### src/rtl/slc_pkg.sv
package slc_pkg;
   // Register offsets on the serial access port
   localparam logic [7:0] FAST_MODES_OFS  = 8'h00;
   localparam logic [7:0] AUX_ROUTE_OFS   = 8'h01;
   localparam logic [7:0] IN_TERM_OFS     = 8'h10;
   localparam logic [7:0] PULSE_LO_OFS    = 8'h11;
   localparam logic [7:0] PULSE_HI_OFS    = 8'h12;
   localparam logic [7:0] EQ_LO_OFS       = 8'h13;
   localparam logic [7:0] EQ_HI_OFS       = 8'h14;
   localparam logic [7:0] DRIVER_OFS      = 8'h20;
   // Values after reset
   localparam logic [7:0] FAST_MODES_RST  = 8'h40;
   localparam logic [7:0] AUX_ROUTE_RST   = 8'h40;
   localparam logic [7:0] IN_TERM_RST     = 8'h01;
   localparam logic [7:0] PULSE_RST       = 8'h00;
   localparam logic [7:0] EQ_RST          = 8'h00;
   localparam logic [7:0] DRIVER_RST      = 8'h03;
   // Writable bits; the rest read as zero
   localparam logic [7:0] MODES_MASK      = 8'h43;
   localparam logic [7:0] IN_TERM_MASK    = 8'h01;
   localparam logic [7:0] DRIVER_MASK     = 8'h0F;
   // Field positions
   localparam int         ENABLE_BIT      = 6;
   // Termination pulse length, derived to clock cycles
   localparam int         PULSE_MS        = 100;
   localparam int         CLK_HZ          = 10_000_000;
   localparam int         PULSE_CYCLES    = PULSE_MS * (CLK_HZ / 1000);

   // One access from the serial control front end
   typedef struct packed {
      logic       valid;
      logic       write;
      logic [7:0] addr;
      logic [7:0] wdata;
   } slc_access_t;

   // Strap pin levels
   typedef struct packed {
      logic       fast_enable;
      logic [1:0] source_select;
      logic       equaliser_level;
      logic [1:0] preemphasis_level;
      logic       output_termination;
      logic       output_current;
   } slc_strap_t;

   // Settings delivered to the analogue blocks
   typedef struct packed {
      logic        fast_channels_enable;
      logic [1:0]  fast_source_select;
      logic [3:0]  fast_route;
      logic [3:0]  aux_common_port;
      logic [15:0] input_term_connect;
      logic [15:0] equaliser_level_bits;
      logic [1:0]  output_preemphasis_level;
      logic        output_termination_enable;
      logic        output_current_select;
   } slc_cfg_t;
endpackage : slc_pkg

### src/rtl/slc_config_regs.sv
`timescale 1ns/1ps
// Contract
// - Aux select code picks source A to D
// - Input termination enable zero disconnects termination
// - Masked channel drops termination on source switch
// - Unmasked channel keeps termination across switches
// - Pulse mask order B, A, C3-0, D3-0
// - Equaliser bit selects low or high level
// - Equaliser bits share pulse mask order
// - Two-bit pre-emphasis field sets all outputs
// - Output termination bit switches all outputs
// - Output current bit selects 10/20 mA
// - Strap pins load the configuration registers
// - Straps govern only until first serial access
// - Fast source select routes; change is switch
// - Aux enable zero isolates all aux inputs
// - Fast enable zero puts channels in standby
module slc_config_regs #(
   parameter int PULSE_LEN = slc_pkg::PULSE_CYCLES // Pulse length, cycles
) (
   // Clock and reset
   input  wire logic                 i_clk,
   input  wire logic                 i_rst,
   // Serial access port
   input  wire slc_pkg::slc_access_t i_acc,
   output logic [7:0]                o_acc_rdata,
   // Strap pins
   input  wire slc_pkg::slc_strap_t  i_strap,
   // Configuration in force
   output slc_pkg::slc_cfg_t         o_cfg,
   output logic                      o_strap_mode
);
   import slc_pkg::*;

   // Strap synchroniser stages and filtered value
   slc_strap_t  s1_q, s2_q, s3_q, strap_q;
   // Registers in force
   logic [7:0]  modes_q, aux_q, term_q, plo_q, phi_q, eqlo_q, eqhi_q, drv_q;
   logic        strap_mode_q;        // Straps still govern
   logic [1:0]  prev_src_q;          // Source seen last cycle
   logic [31:0] cnt_q;               // Remaining pulse cycles
   logic        src_change;          // Source switch event
   logic        wr;                  // Serial write this cycle
   logic        track;               // Registers follow straps
   logic [15:0] pmask, eq_bits;
   slc_cfg_t    cfg_q;

   // Masked store of a written byte
   function automatic logic [7:0] wr_hit(input logic [7:0] ofs,
                                         input logic [7:0] mask,
                                         input logic [7:0] cur);
      wr_hit = (wr && i_acc.addr == ofs) ? (i_acc.wdata & mask) : cur;
   endfunction : wr_hit

   assign wr    = i_acc.valid && i_acc.write;
   assign track = strap_mode_q && !i_acc.valid;
   assign pmask   = {phi_q, plo_q};
   assign eq_bits = {eqhi_q, eqlo_q};

   // Three-stage strap sync; only stage two reads stage one
   always_ff @(posedge i_clk) begin
      if (i_rst) begin
         s1_q <= '0;
         s2_q <= '0;
         s3_q <= '0;
      end else begin
         s1_q <= i_strap;
         s2_q <= s1_q;
         s3_q <= s2_q;
      end
   end

   // Accept a strap level once stages two and three agree
   always_ff @(posedge i_clk) begin
      if (i_rst) begin
         strap_q <= '0;
      end else if (s2_q == s3_q) begin
         strap_q <= s3_q;
      end
   end

   // Any serial access ends strap control until the next reset
   always_ff @(posedge i_clk) begin
      if (i_rst) begin
         strap_mode_q <= 1'b1;
      end else if (i_acc.valid) begin
         strap_mode_q <= 1'b0;
      end
   end

   // Register file: straps while tracking, serial writes afterwards
   always_ff @(posedge i_clk) begin
      if (i_rst) begin
         modes_q <= FAST_MODES_RST;
         aux_q   <= AUX_ROUTE_RST;
         term_q  <= IN_TERM_RST;
         plo_q   <= PULSE_RST;
         phi_q   <= PULSE_RST;
         eqlo_q  <= EQ_RST;
         eqhi_q  <= EQ_RST;
         drv_q   <= DRIVER_RST;
      end else if (track) begin
         // Parallel mode: aux on, termination on, no pulsing
         modes_q <= {1'b0, strap_q.fast_enable, 4'h0,
                     strap_q.source_select};
         aux_q   <= {2'h1, 4'h0, strap_q.source_select};
         term_q  <= IN_TERM_MASK;
         plo_q   <= 8'h00;
         phi_q   <= 8'h00;
         eqlo_q  <= {8{strap_q.equaliser_level}};
         eqhi_q  <= {8{strap_q.equaliser_level}};
         drv_q   <= {4'h0, strap_q.preemphasis_level,
                     strap_q.output_termination,
                     strap_q.output_current};
      end else begin
         modes_q <= wr_hit(FAST_MODES_OFS, MODES_MASK, modes_q);
         aux_q   <= wr_hit(AUX_ROUTE_OFS, MODES_MASK, aux_q);
         term_q  <= wr_hit(IN_TERM_OFS, IN_TERM_MASK, term_q);
         plo_q   <= wr_hit(PULSE_LO_OFS, 8'hFF, plo_q);
         phi_q   <= wr_hit(PULSE_HI_OFS, 8'hFF, phi_q);
         eqlo_q  <= wr_hit(EQ_LO_OFS, 8'hFF, eqlo_q);
         eqhi_q  <= wr_hit(EQ_HI_OFS, 8'hFF, eqhi_q);
         drv_q   <= wr_hit(DRIVER_OFS, DRIVER_MASK, drv_q);
      end
   end

   // Read data one cycle after the access; unmapped reads zero
   always_ff @(posedge i_clk) begin
      if (i_rst) begin
         o_acc_rdata <= 8'h00;
      end else if (i_acc.valid && !i_acc.write) begin
         unique case (i_acc.addr)
            FAST_MODES_OFS: o_acc_rdata <= modes_q;
            AUX_ROUTE_OFS:  o_acc_rdata <= aux_q;
            IN_TERM_OFS:    o_acc_rdata <= term_q;
            PULSE_LO_OFS:   o_acc_rdata <= plo_q;
            PULSE_HI_OFS:   o_acc_rdata <= phi_q;
            EQ_LO_OFS:      o_acc_rdata <= eqlo_q;
            EQ_HI_OFS:      o_acc_rdata <= eqhi_q;
            DRIVER_OFS:     o_acc_rdata <= drv_q;
            default:        o_acc_rdata <= 8'h00;
         endcase
      end
   end

   // A changed source field, from straps or serial, is a switch
   assign src_change = modes_q[1:0] != prev_src_q;

   always_ff @(posedge i_clk) begin
      if (i_rst) begin
         prev_src_q <= FAST_MODES_RST[1:0];
      end else begin
         prev_src_q <= modes_q[1:0];
      end
   end

   // Pulse counter; a new switch reloads it mid-interval
   always_ff @(posedge i_clk) begin
      if (i_rst) begin
         cnt_q <= '0;
      end else if (src_change) begin
         cnt_q <= 32'(PULSE_LEN);
      end else if (cnt_q != '0) begin
         cnt_q <= cnt_q - 32'd1;
      end
   end

   // Outputs registered so the analogue side sees clean levels
   always_ff @(posedge i_clk) begin
      if (i_rst) begin
         cfg_q <= '0;
      end else begin
         cfg_q.fast_channels_enable <= modes_q[ENABLE_BIT];
         cfg_q.fast_source_select   <= modes_q[1:0];
         cfg_q.fast_route <= modes_q[ENABLE_BIT] ?
                             4'(4'h1 << modes_q[1:0]) : 4'h0;
         cfg_q.aux_common_port <= aux_q[ENABLE_BIT] ?
                             4'(4'h1 << aux_q[1:0]) : 4'h0;
         // Bit order B0-3, A0-3, C3-0, D3-0 kept as stored
         cfg_q.input_term_connect <= {16{term_q[0]}} &
               ~(pmask & {16{cnt_q != '0}});
         cfg_q.equaliser_level_bits <= eq_bits;
         cfg_q.output_preemphasis_level  <= drv_q[3:2];
         cfg_q.output_termination_enable <= drv_q[1];
         cfg_q.output_current_select     <= drv_q[0];
      end
   end

   assign o_cfg        = cfg_q;
   assign o_strap_mode = strap_mode_q;
endmodule : slc_config_regs

### config.mk
export PLATFORM = sky130hd
export DESIGN_NAME = slc_config_regs
export DESIGN_NICKNAME = d
export VERILOG_FILES = /design/src/rtl/slc_pkg.sv /design/src/rtl/slc_config_regs.sv
export SDC_FILE = /design/constraint.sdc
export NUM_CORES = 1
export LEC_CHECK = 0
export ABC_AREA = 1
export BUFFER_PORTS_ARGS = -buffer_cell sky130_fd_sc_hd__buf_2
export CORE_ASPECT_RATIO = 1.1
export CORE_MARGIN = 2
export CORE_UTILIZATION = 60
export CTS_CLUSTER_SIZE = 16
export DETAILED_ROUTE_END_ITERATION = 12
export PLACE_DENSITY = 0.82
export SLEW_MARGIN = 20
export SYNTH_ARGS = -nofsm -noshare
export SYNTH_HDL_FRONTEND = slang
export SYNTH_SLANG_ARGS = --single-unit
### constraint.sdc
create_clock -name i_clk -period 3 [get_ports i_clk]
set_clock_uncertainty 0.15 [all_clocks]
set_input_delay 0.3 -clock i_clk [delete_from_list [all_inputs] [get_ports i_clk]]
set_output_delay 0.3 -clock i_clk [all_outputs]
set_load 0.01 [all_outputs]
## Word-level counts from Yosys, hierarchy flattened

Cells that the tools add are included.
Widths: inputs -> output; s select.

- Bits in registers: 163
- Input bits: 28
- Output and inout port bits: 56
- Word-level logic and storage cells: 101

- Add/sub/neg operators: 1
- Equal/unequal tests: 9
- Shifts and indexed selects: 2
- Multiplexer cells: 13
- Bitwise gates (word level): 5
- Reduce and logical (&&, ||, !) cells: 25

Operators with widths:

| cell | count |
|---|---|
| $pmux 8 s8 | 1 |
| $eq 8x5->1 const B | 5 |
| $mux 20 | 2 |
| $and 16x16->16 | 2 |
| $mux 8 | 4 |
| $reduce_bool 32->1 | 1 |
| $sub 32x1->32 const B | 1 |
| $not 16->16 | 1 |
| $mux 7 | 2 |
| $reduce_bool 2->1 | 6 |
| $logic_and 1x1->1 | 11 |
| $eq 8x1->1 const B | 1 |
| $eq 8x6->1 const B | 1 |
| $eq 8x8->1 | 1 |
| $logic_not 8->1 | 1 |
| $mux 4 | 2 |
| $reduce_or 2->1 | 4 |
| $shl 1x2->4 const A | 2 |
| $mux 2 | 2 |
| $logic_not 1->1 | 2 |
| $ne 2x2->1 | 1 |
| $not 1->1 | 2 |

## Longest topological paths before layout

Gate-level depths: netlist of run 1.

- Depth after elaboration: 4
- Depth in mapped cells: 10
- Depth with buffers taken out: 9

## Least setup slack after synthesis of run 1

OpenSTA, ideal clock, no wires.

- Path type: register to register
- Start: register cnt_q[0]
- End: register cnt_q[30]
- Data arrival time: 1.298 ns
- Data required time: 2.734 ns
- Slack: 1.436 ns
- Cell stages (with the launch flop): 9
- Clock period less this slack: 1.564 ns
- Cells stage by stage: dfxtp_1 > inv_1 > ha_1 > nand2_1 > nor2_1 > nand2_1 > nor2_1 > xor2_1 > nor3_1

- Cells in the longest elaborated chain, start to end: 1
- Elaborated cells between the ends (all ways): 2
- Those cells by class: 1 x add/sub; 1 x reduce/logical

Ends and longest elaborated chain:

| element | RTL line | text |
|---|---|---|
| start: declaration | slc_config_regs.sv:41 | `logic [31:0] cnt_q;` |
| start signal: assignment | slc_config_regs.sv:162 | `cnt_q <= 32'(PULSE_LEN);` |
| start signal: assignment | slc_config_regs.sv:164 | `cnt_q <= cnt_q - 32'd1;` |
| $sub 32x1->32 / $reduce_bool 32->1 (equally long branches) | slc_config_regs.sv:164, slc_config_regs.sv:163 |  |

Several ways; a longest one is shown, not always the timed one.
A chain may end at the register's enable or synchronous reset.

## Worst setup path after layout of run 1

- Start: register cnt_q[0]
- End: register cnt_q[14]

- Cells in the longest elaborated chain, start to end: 3
- Elaborated cells between the ends (all ways): 5
- Those cells by class: 1 x add/sub; 2 x mux; 2 x reduce/logical

Ends and longest elaborated chain:

| element | RTL line | text |
|---|---|---|
| $sub 32x1->32 | slc_config_regs.sv:164 |  |
| $mux 20 | slc_config_regs.sv:163 | `end else if (cnt_q != '0) begin` |
| $mux 20 | slc_config_regs.sv:161 | `end else if (src_change) begin` |

Several ways; a longest one is shown, not always the timed one. The select of a mux whose other input is x is not followed.

==> results of run 1 <==
-- cell type report --
class,instances,area [sq um],share of cell area
Clock buffer,23,488.0,0.06260
Clock inverter,9,126.4,0.01621
Inverter,94,357.8,0.04591
Multi-Input combinational cell,595,2858,0.3666
Sequential cell,163,3263,0.4186
Tap cell,147,183.9,0.02360
Timing Repair Buffer,94,518.0,0.06645
-- logic make-up after synthesis --
| family | synth area share |
|---|---|
| simple gates | 0.2871 |
| fa+ha+maj | 0.003775 |
| buf+inv | 0.07646 |
| compound gates | 0.1059 |
| flops | 0.4924 |
| xor+xnor | 0.03436 |
-- per-layer routing --
layer  up-vias  track usage  wire [um]
met2       252       0.4754       7767
met5         -            0          0
met4         0       0.1261        462
met3        45      0.06488       1201
met1      2741       0.3501       6896
li1       2960            -          -
-- power groups by stage --
| stage | clock, mW | combinational, mW | sequential (mW) |
|---|---|---|---|
| after floorplan | 0 | 0.859 | 2.47 |
| after CTS | 2.24 | 1.13 | 2.43 |
| after global placement | 0 | 1.09 | 2.47 |
| after global routing | 2.34 | 1.27 | 2.45 |
| after detailed placement | 0 | 1.10 | 2.47 |
| final | 2.23 | 1.15 | 2.43 |
-- worst register-to-register path, cell delays in order, from the launching register on --
cell and delay [ps]:
dfxtp_1 310, inv_1 110, ha_1 180, nand2_1 70
nor2_2 180, nand4_4 500, clkinv_4 300, nor2_1 70
nor2_1 100, nor2_1 50
-- placed cells by master (no fill, tap or decap), types with 5 or more instances in the layout --
cell type	count
a21oi_1	68
buf_2	83
clkbuf_16	17
dfxtp_1	163
dlygate4sd3_1	8
inv_1	87
nand2_1	155
nand2_2	7
nand3_1	48
nand3b_1	7
nand4_1	5
nor2_1	175
nor2_2	12
nor3_1	5
o21ai_0	51
o21ai_1	6
or2_2	5
xnor2_1	15
xor2_1	11
-- final timing paths --
check                              start   endpoint  cells after the start
worst max-delay path            cnt_q[0]  cnt_q[14]                      9
worst min-delay path            i_acc[7]   plo_q[7]                      3
worst max register to register  cnt_q[0]  cnt_q[14]                      9
worst min register to register   s1_q[6]    s2_q[6]                      2
-- state kept, by name, indices dropped and copies added, names as in the netlist, 4 cells and up --
| register | cells |
|---|---|
| cnt_q | 32 |
| drv_q | 4 |
| eqhi_q | 8 |
| eqlo_q | 8 |
| o_acc_rdata | 8 |
| o_cfg | 47 |
| phi_q | 8 |
| plo_q | 8 |
| s1_q | 8 |
| s2_q | 8 |
| s3_q | 8 |
| strap_q | 8 |
-- timing repair --
| item | CTS | global route |
|---|---|---|
| hold buffers | 8 | 0 |
| gates resized for setup | 0 | 0 |
| setup endpoints to repair | 0 | 0 |
| endpoints found under the hold margin | 8 | 0 |
-- metrics by stage --
stage	cell area (sq um)	total power, mW	cells	hold WS, ps	utilization
global placement	7101	3.556	1085	239.4	0.6538
CTS	7795	5.808	1125	1.009	0.7177
detailed placement	7101	3.574	1085	244.4	0.6538
global route	7795	6.057	1125	16.83	0.7177
finish	7795	5.818	1125	15.91	0.7177
floorplan	6628	3.327	875	238.3	-
==> qor_table.md, run 1 <==
| Step | Quantity | Reported |
|---|---|---|
| outcome | Status | finished, final reports clean |
| die | Effective utilization at floorplan | 0.6103 |
| critical path | Buffering stage count on the worst path with inverters included | 2 |
| clock tree | Clock latency reported for the late side of the worst-skew pair | 430 ps |
| synthesis | Library cell with the largest summed area after synthesis | dfxtp_1 |
| clock tree | Number of sinks driven by the clock tree | 163 |
| place | Number of I/O port buffers | 83 |
| synthesis | Syn Inst Count | 875 |
| synthesis | Main area contributors after synthesis | dfxtp_1 49%, nor2_1 9.9%, nand2_1 8.8%, a21oi_1 5.1%, inv_1 4.9% |
| place | DP HPWL | 11,160 um |
| global route | Number of antenna violations at the first check in global routing | 0 |
| clock tree | Maximum level of the CTS H-tree | 4 |
| power and ir drop | Part of the power in registers | 0.418 |
| routing | Post-DRT Antenna Nets | 0 |
| timing | Maximum clock frequency | 465.8 MHz |
| synthesis | Synthesized area divided by synthesized cell count | 7.574 sq um |
| timing | Setup violators final | 0 |
| critical path | Launching element type of the critical path | flip-flop |
| clock tree | Clock tree from TritonCTS | built |
| critical path | Crit path max fanout | 36 |
| power and ir drop | Power density cells | 746.4 nW/um^2 |
| routing | Post-DR vias/cell | 5.332 |
| die | Vert. Die Dim | 114.2 um |
| global route | Maximum number of pins on one net before global-route repair | 61 |
| synthesis | Netlist area before placement | 6628 sq um |
| clock tree | Clk root buf | clkbuf_16 |
| timing | Final setup slack of the worst path | 853.1 ps |
| timing | Final critical delay including setup and external delays | 2147 ps |
| synthesis | Cell with the most instances after synthesis | nor2_1 |
| timing | Slew at the pin closest to its max-slew limit | 605.6 ps |
| critical path | Crit end category | flip-flop |
| critical path | Worst path cell trace | inv_1 -> ha_1 -> nand2_1 -> nor2_2 -> nand4_4 -> clkinv_4 -> nor2_1 -> nor2_1 -> nor2_1 |
| routing | Detailed-router iteration count before antenna repair | 5 |
| critical path | Delay of the slowest cell on the worst path | 500 ps |
| power and ir drop | Leakage dissipation | 3.591 nW |
| power and ir drop | Combinational share of power | 0.198 |
| die | Placeable core area | 10,860 sq um |
| synthesis | Sequential element share of the synthesized area | 0.4924 |
| clock tree | Post-CTS setup buffers | 0 |
| timing | Total Negative Setup Slacks | 0 ps |
| routing | Detailed-route wire length | 16,330 um |
| routing | Starting DRC count in detailed routing | 571 |
| critical path | Type of the worst setup path | reg -> reg |
| global route | Total track usage | 0.2829 |
| die | Width of the die | 104.2 um |
| finish | Area added between synthesis and finish | 17.61% |
| routing | Detailed-route via count | 5,998 |
| die | Floorplan die area | 11,900 sq um |
| global route | Number of global-route vias before repair | 5,601 |
| clock tree | Maximum clock insertion buffer count | 2 |
| place | Final RePlAce weighted congestion | 0.9234 |
| clock tree | Number of buffers inserted during clock tree synthesis | 17 |
| synthesis | Netlist cell types | 39 |
| critical path | Category of cells accounting for the largest share of critical-path delay | simple AND/OR/NAND/NOR gates |
| finish | Net count reported at finish | 995 |
| critical path | Crit path arrival time | 2280 ps |
| hold path | Path type of the worst min-delay path | in -> reg |
| power and ir drop | Largest vdd supply drop | 0.0004947 V |
| place | Worst-case setup slack after placement | 927.3 ps |
| timing | Unrepaired setup endpoints after global routing | false |
| finish | Number of antenna repair diodes | 0 |
| power and ir drop | Relative contribution of the clock network to total power | 0.384 |
| synthesis | Area share of the largest cell type after synthesis | 0.4924 |
| critical path | Worst Path Required | 3140 ps |
| timing | Headroom to the max-slew limit | 0.5963 |
| global route | Overflow left after global routing | 0 |
| routing | DR WL/cell | 14.51 um |
| synthesis | Yosys Warn Count | 0 |
| power and ir drop | Int Pwr | 4.099 mW |
| die | Io pins | 84 |
| timing | Hold Violations, Final | 0 |
| power and ir drop | Switching power total | 1.719 mW |
| critical path | R2R setup slack | 850 ps |
| global route | Global-route wire length before repair | 26,500 um |
| finish | Filler cell count in the final layout | 891 |
| power and ir drop | Switching share of power | 0.2955 |
| finish | Ratio of cells with drive above 1 in the final layout | 0.1626 |
| synthesis | Net count of the mapped netlist | 905 |
| synthesis | Dominant register cell in the synthesized netlist | dfxtp_1 |
| clock tree | Clock-pin slew of the registers on the worst-case setup and hold paths | 60 ps |
| synthesis | Yosys reg bits | 163 |
| routing | Number of DRC violations after detailed routing | 0 |
| synthesis | Share of flip-flops with an asynchronous set or reset | 0 |
| critical path | Cell type of the slowest stage on the worst timing path | nand4_4 |
| synthesis | EDFF count, synth | 0 |
| timing | Share of the clock period used by the worst path | 0.7156 |
| flow run | Max-capacitance violation count | 0 |
| timing | Max Slew Vio Count | 0 |
| die | Site Rows | 40 |
| critical path | CP dominant cell by count | nor2_1 |
| synthesis | Synth top cells by count | 175 x nor2_1, 163 x dfxtp_1, 155 x nand2_1, 87 x inv_1, 68 x a21oi_1 |
(Power assumes the default switching activity.)
==> run 2: changes to the inputs <==
- CORE_UTILIZATION: 60 -> 52
- PLACE_DENSITY: 0.82 -> 0.76
- clock period: 3 -> 1.73 ns (I/O delays scaled with it)
==> qor_table.md, run 2 (synthesis results as in run 1) <==
| Step | Quantity | Reported |
|---|---|---|
| critical path | Type of the worst setup path | reg -> reg |
| global route | Number of antenna violations at the first check in global routing | 2 |
| hold path | Path type of the worst min-delay path | in -> reg |
| place | DP HPWL | 12,170 um |
| power and ir drop | Int Pwr | 7.466 mW |
| critical path | Delay of the slowest cell on the worst path | 340 ps |
| critical path | Worst Path Required | 1880 ps |
| die | Placeable core area | 12,540 sq um |
| routing | Number of DRC violations after detailed routing | 0 |
| timing | Headroom to the max-slew limit | 0.5930 |
| critical path | Crit path max fanout | 10 |
| clock tree | Clock tree from TritonCTS | built |
| critical path | Reg2Reg Launch Point | cnt_q[8] |
| die | Floorplan die area | 13,670 sq um |
| timing | Setup violators final | 0 |
| finish | Commonest cells after routing, fill and taps aside | 158 x nor2_1, 156 x dfxtp_1, 149 x nand2_1, 84 x inv_1, 83 x buf_2 |
| finish | Ratio of cells with drive above 1 in the final layout | 0.2285 |
| timing | Total Negative Setup Slacks | 0 ps |
| place | Final RePlAce weighted congestion | 0.9296 |
| global route | Maximum number of pins on one net before global-route repair | 35 |
| place | Number of I/O port buffers | 83 |
| routing | Detailed-route wire length | 17,230 um |
| critical path | R2R setup slack | 30 ps |
| die | Io pins | 84 |
| routing | DR WL/cell | 14.58 um |
| power and ir drop | Switching power total | 3.187 mW |
| power and ir drop | Relative contribution of the clock network to total power | 0.370 |
| die | Effective utilization at floorplan | 0.5287 |
| outcome | Status | finished, final reports clean |
| power and ir drop | Power density cells | 1270 nW/um^2 |
| critical path | Worst path cell trace | nor2_2 -> nand2_2 -> nor2_4 -> nand4_4 -> buf_6 -> nand3_1 -> a21oi_1 |
| timing | Slew at the pin closest to its max-slew limit | 609.0 ps |
| die | Width of the die | 111.6 um |
| routing | Post-DRT Antenna Nets | 0 |
| power and ir drop | Switching share of power | 0.2991 |
| clock tree | Clock-pin slew of the registers on the worst-case setup and hold paths | 60 ps |
| hold path | HP Start | i_rst |
| critical path | Category of cells accounting for the largest share of critical-path delay | simple AND/OR/NAND/NOR gates |
| power and ir drop | Leakage dissipation | 3.852 nW |
| routing | Detailed-router iteration count before antenna repair | 6 |
| critical path | Crit path arrival time | 1850 ps |
| die | Site Rows | 43 |
| power and ir drop | Combinational share of power | 0.231 |
| finish | Area added between synthesis and finish | 26.54% |
| critical path | Buffering stage count on the worst path with inverters included | 1 |
| timing | Hold Violations, Final | 0 |
| flow run | Max-capacitance violation count | 0 |
| clock tree | Number of sinks driven by the clock tree | 163 |
| clock tree | Number of buffers inserted during clock tree synthesis | 17 |
| routing | Detailed-route via count | 6,155 |
| critical path | Crit end category | flip-flop |
| global route | Total track usage | 0.2488 |
| place | Cell Area, Placed | 7328 sq um |
| clock tree | Clock latency reported for the late side of the worst-skew pair | 430 ps |
| timing | Max Slew Vio Count | 0 |
| power and ir drop | Total power draw | 10.65 mW |
| timing | Maximum clock frequency | 588.4 MHz |
| power and ir drop | Largest vdd supply drop | 0.001038 V |
| clock tree | Clk root buf | clkbuf_16 |
| critical path | Cell type of the slowest stage on the worst timing path | dfxtp_2 |
| clock tree | Maximum clock insertion buffer count | 2 |
| power and ir drop | Part of the power in registers | 0.400 |
| die | Vert. Die Dim | 122.4 um |
| finish | Final instance area | 8387 sq um |
| routing | Post-DR vias/cell | 5.207 |
| global route | Number of global-route vias before repair | 5,638 |
| timing | Share of the clock period used by the worst path | 0.9824 |
| critical path | Start point of the critical path | cnt_q[8] |
| finish | Post-Route Utilization | 0.6690 |
| routing | Starting DRC count in detailed routing | 510 |
| critical path | Launching element type of the critical path | flip-flop |
| timing | Final critical delay including setup and external delays | 1700 ps |
| finish | Net count reported at finish | 1,041 |
| global route | Overflow left after global routing | 0 |
| global route | Global-route wire length before repair | 26,570 um |
| finish | Max FFs per register | 47 |
| finish | Most common library cell in the layout ignoring fill and taps | nor2_1 |
| clock tree | Maximum level of the CTS H-tree | 4 |
run 2: cell count changes in the layout (fill, tap and decap cells not counted), moves of 7 or more:
cell / previous run / this run
nor2_2: 12 / 20
dlygate4sd3_1: 8 / 17
dfxtp_2: 0 / 7
nor2_1: 175 / 158
buf_4: 3 / 35
dfxtp_1: 163 / 156
nor2_4: 4 / 13
run 2: worst reg2reg max path, delay by kind of cell, from the launching register on:
kind / cells / cell delay (ps)
simple gates: 5 / 800
compound gates: 1 / 60
flops: 1 / 340
buf+inv: 1 / 230
run 2: power groups by stage:
stage                     clock network (mW)  registers, mW  logic [mW]
after floorplan                            0           4.28        1.49
after global placement                     0           4.29        2.05
after detailed placement                   0           4.30        2.07
after CTS                               3.98           4.22        2.13
after global routing                    4.14           4.29        2.71
final                                   3.94           4.26        2.46
run 2: worst paths after layout:
kind / end / depth (start not counted)
setup / recovery: cnt_q[17] / 7
hold / removal: o_strap_mode / 3
setup reg to reg: cnt_q[17] / 7
hold reg to reg: s2_q[0] / 2
run 2: per-layer routing:
layer	track usage	up-vias	wire length [um]
met4	0.1127	2	468
met5	0	-	11
met3	0.05926	43	1014
met2	0.4277	207	8627
met1	0.2972	2851	7110
li1	-	3052	-
run 2: per-stage QoR:
step,hold WS [ps],std cells,setup slack (ps)
final,56.11,1182,30.37
after global routing,77.11,1181,-50.11
after CTS,27.68,1171,31.42
after detailed placement,230.0,1122,-5.614
after global placement,221.5,1122,4.848
after floorplan,130.0,875,166.0
run 2: timing repair:
action,CTS,global route
setup endpoints to repair,1,34
endpoints found under the hold margin,28,0
resized for setup,1,54
pin swaps,0,19
cloned,0,1
setup buffers,0,9
hold buffers,17,0
run 2: cell type report:
| type | instances | area, sq um |
|---|---|---|
| fill | 1058 | 4149 |
| sequential | 163 | 3272 |
| multi-input combinational | 595 | 2990 |
| timing repair buffer | 140 | 935.9 |
| clock buffer | 19 | 442.9 |
| inverter | 94 | 362.8 |
| tap | 157 | 196.4 |
| clock inverter | 13 | 183.9 |
| antenna | 1 | 2.502 |
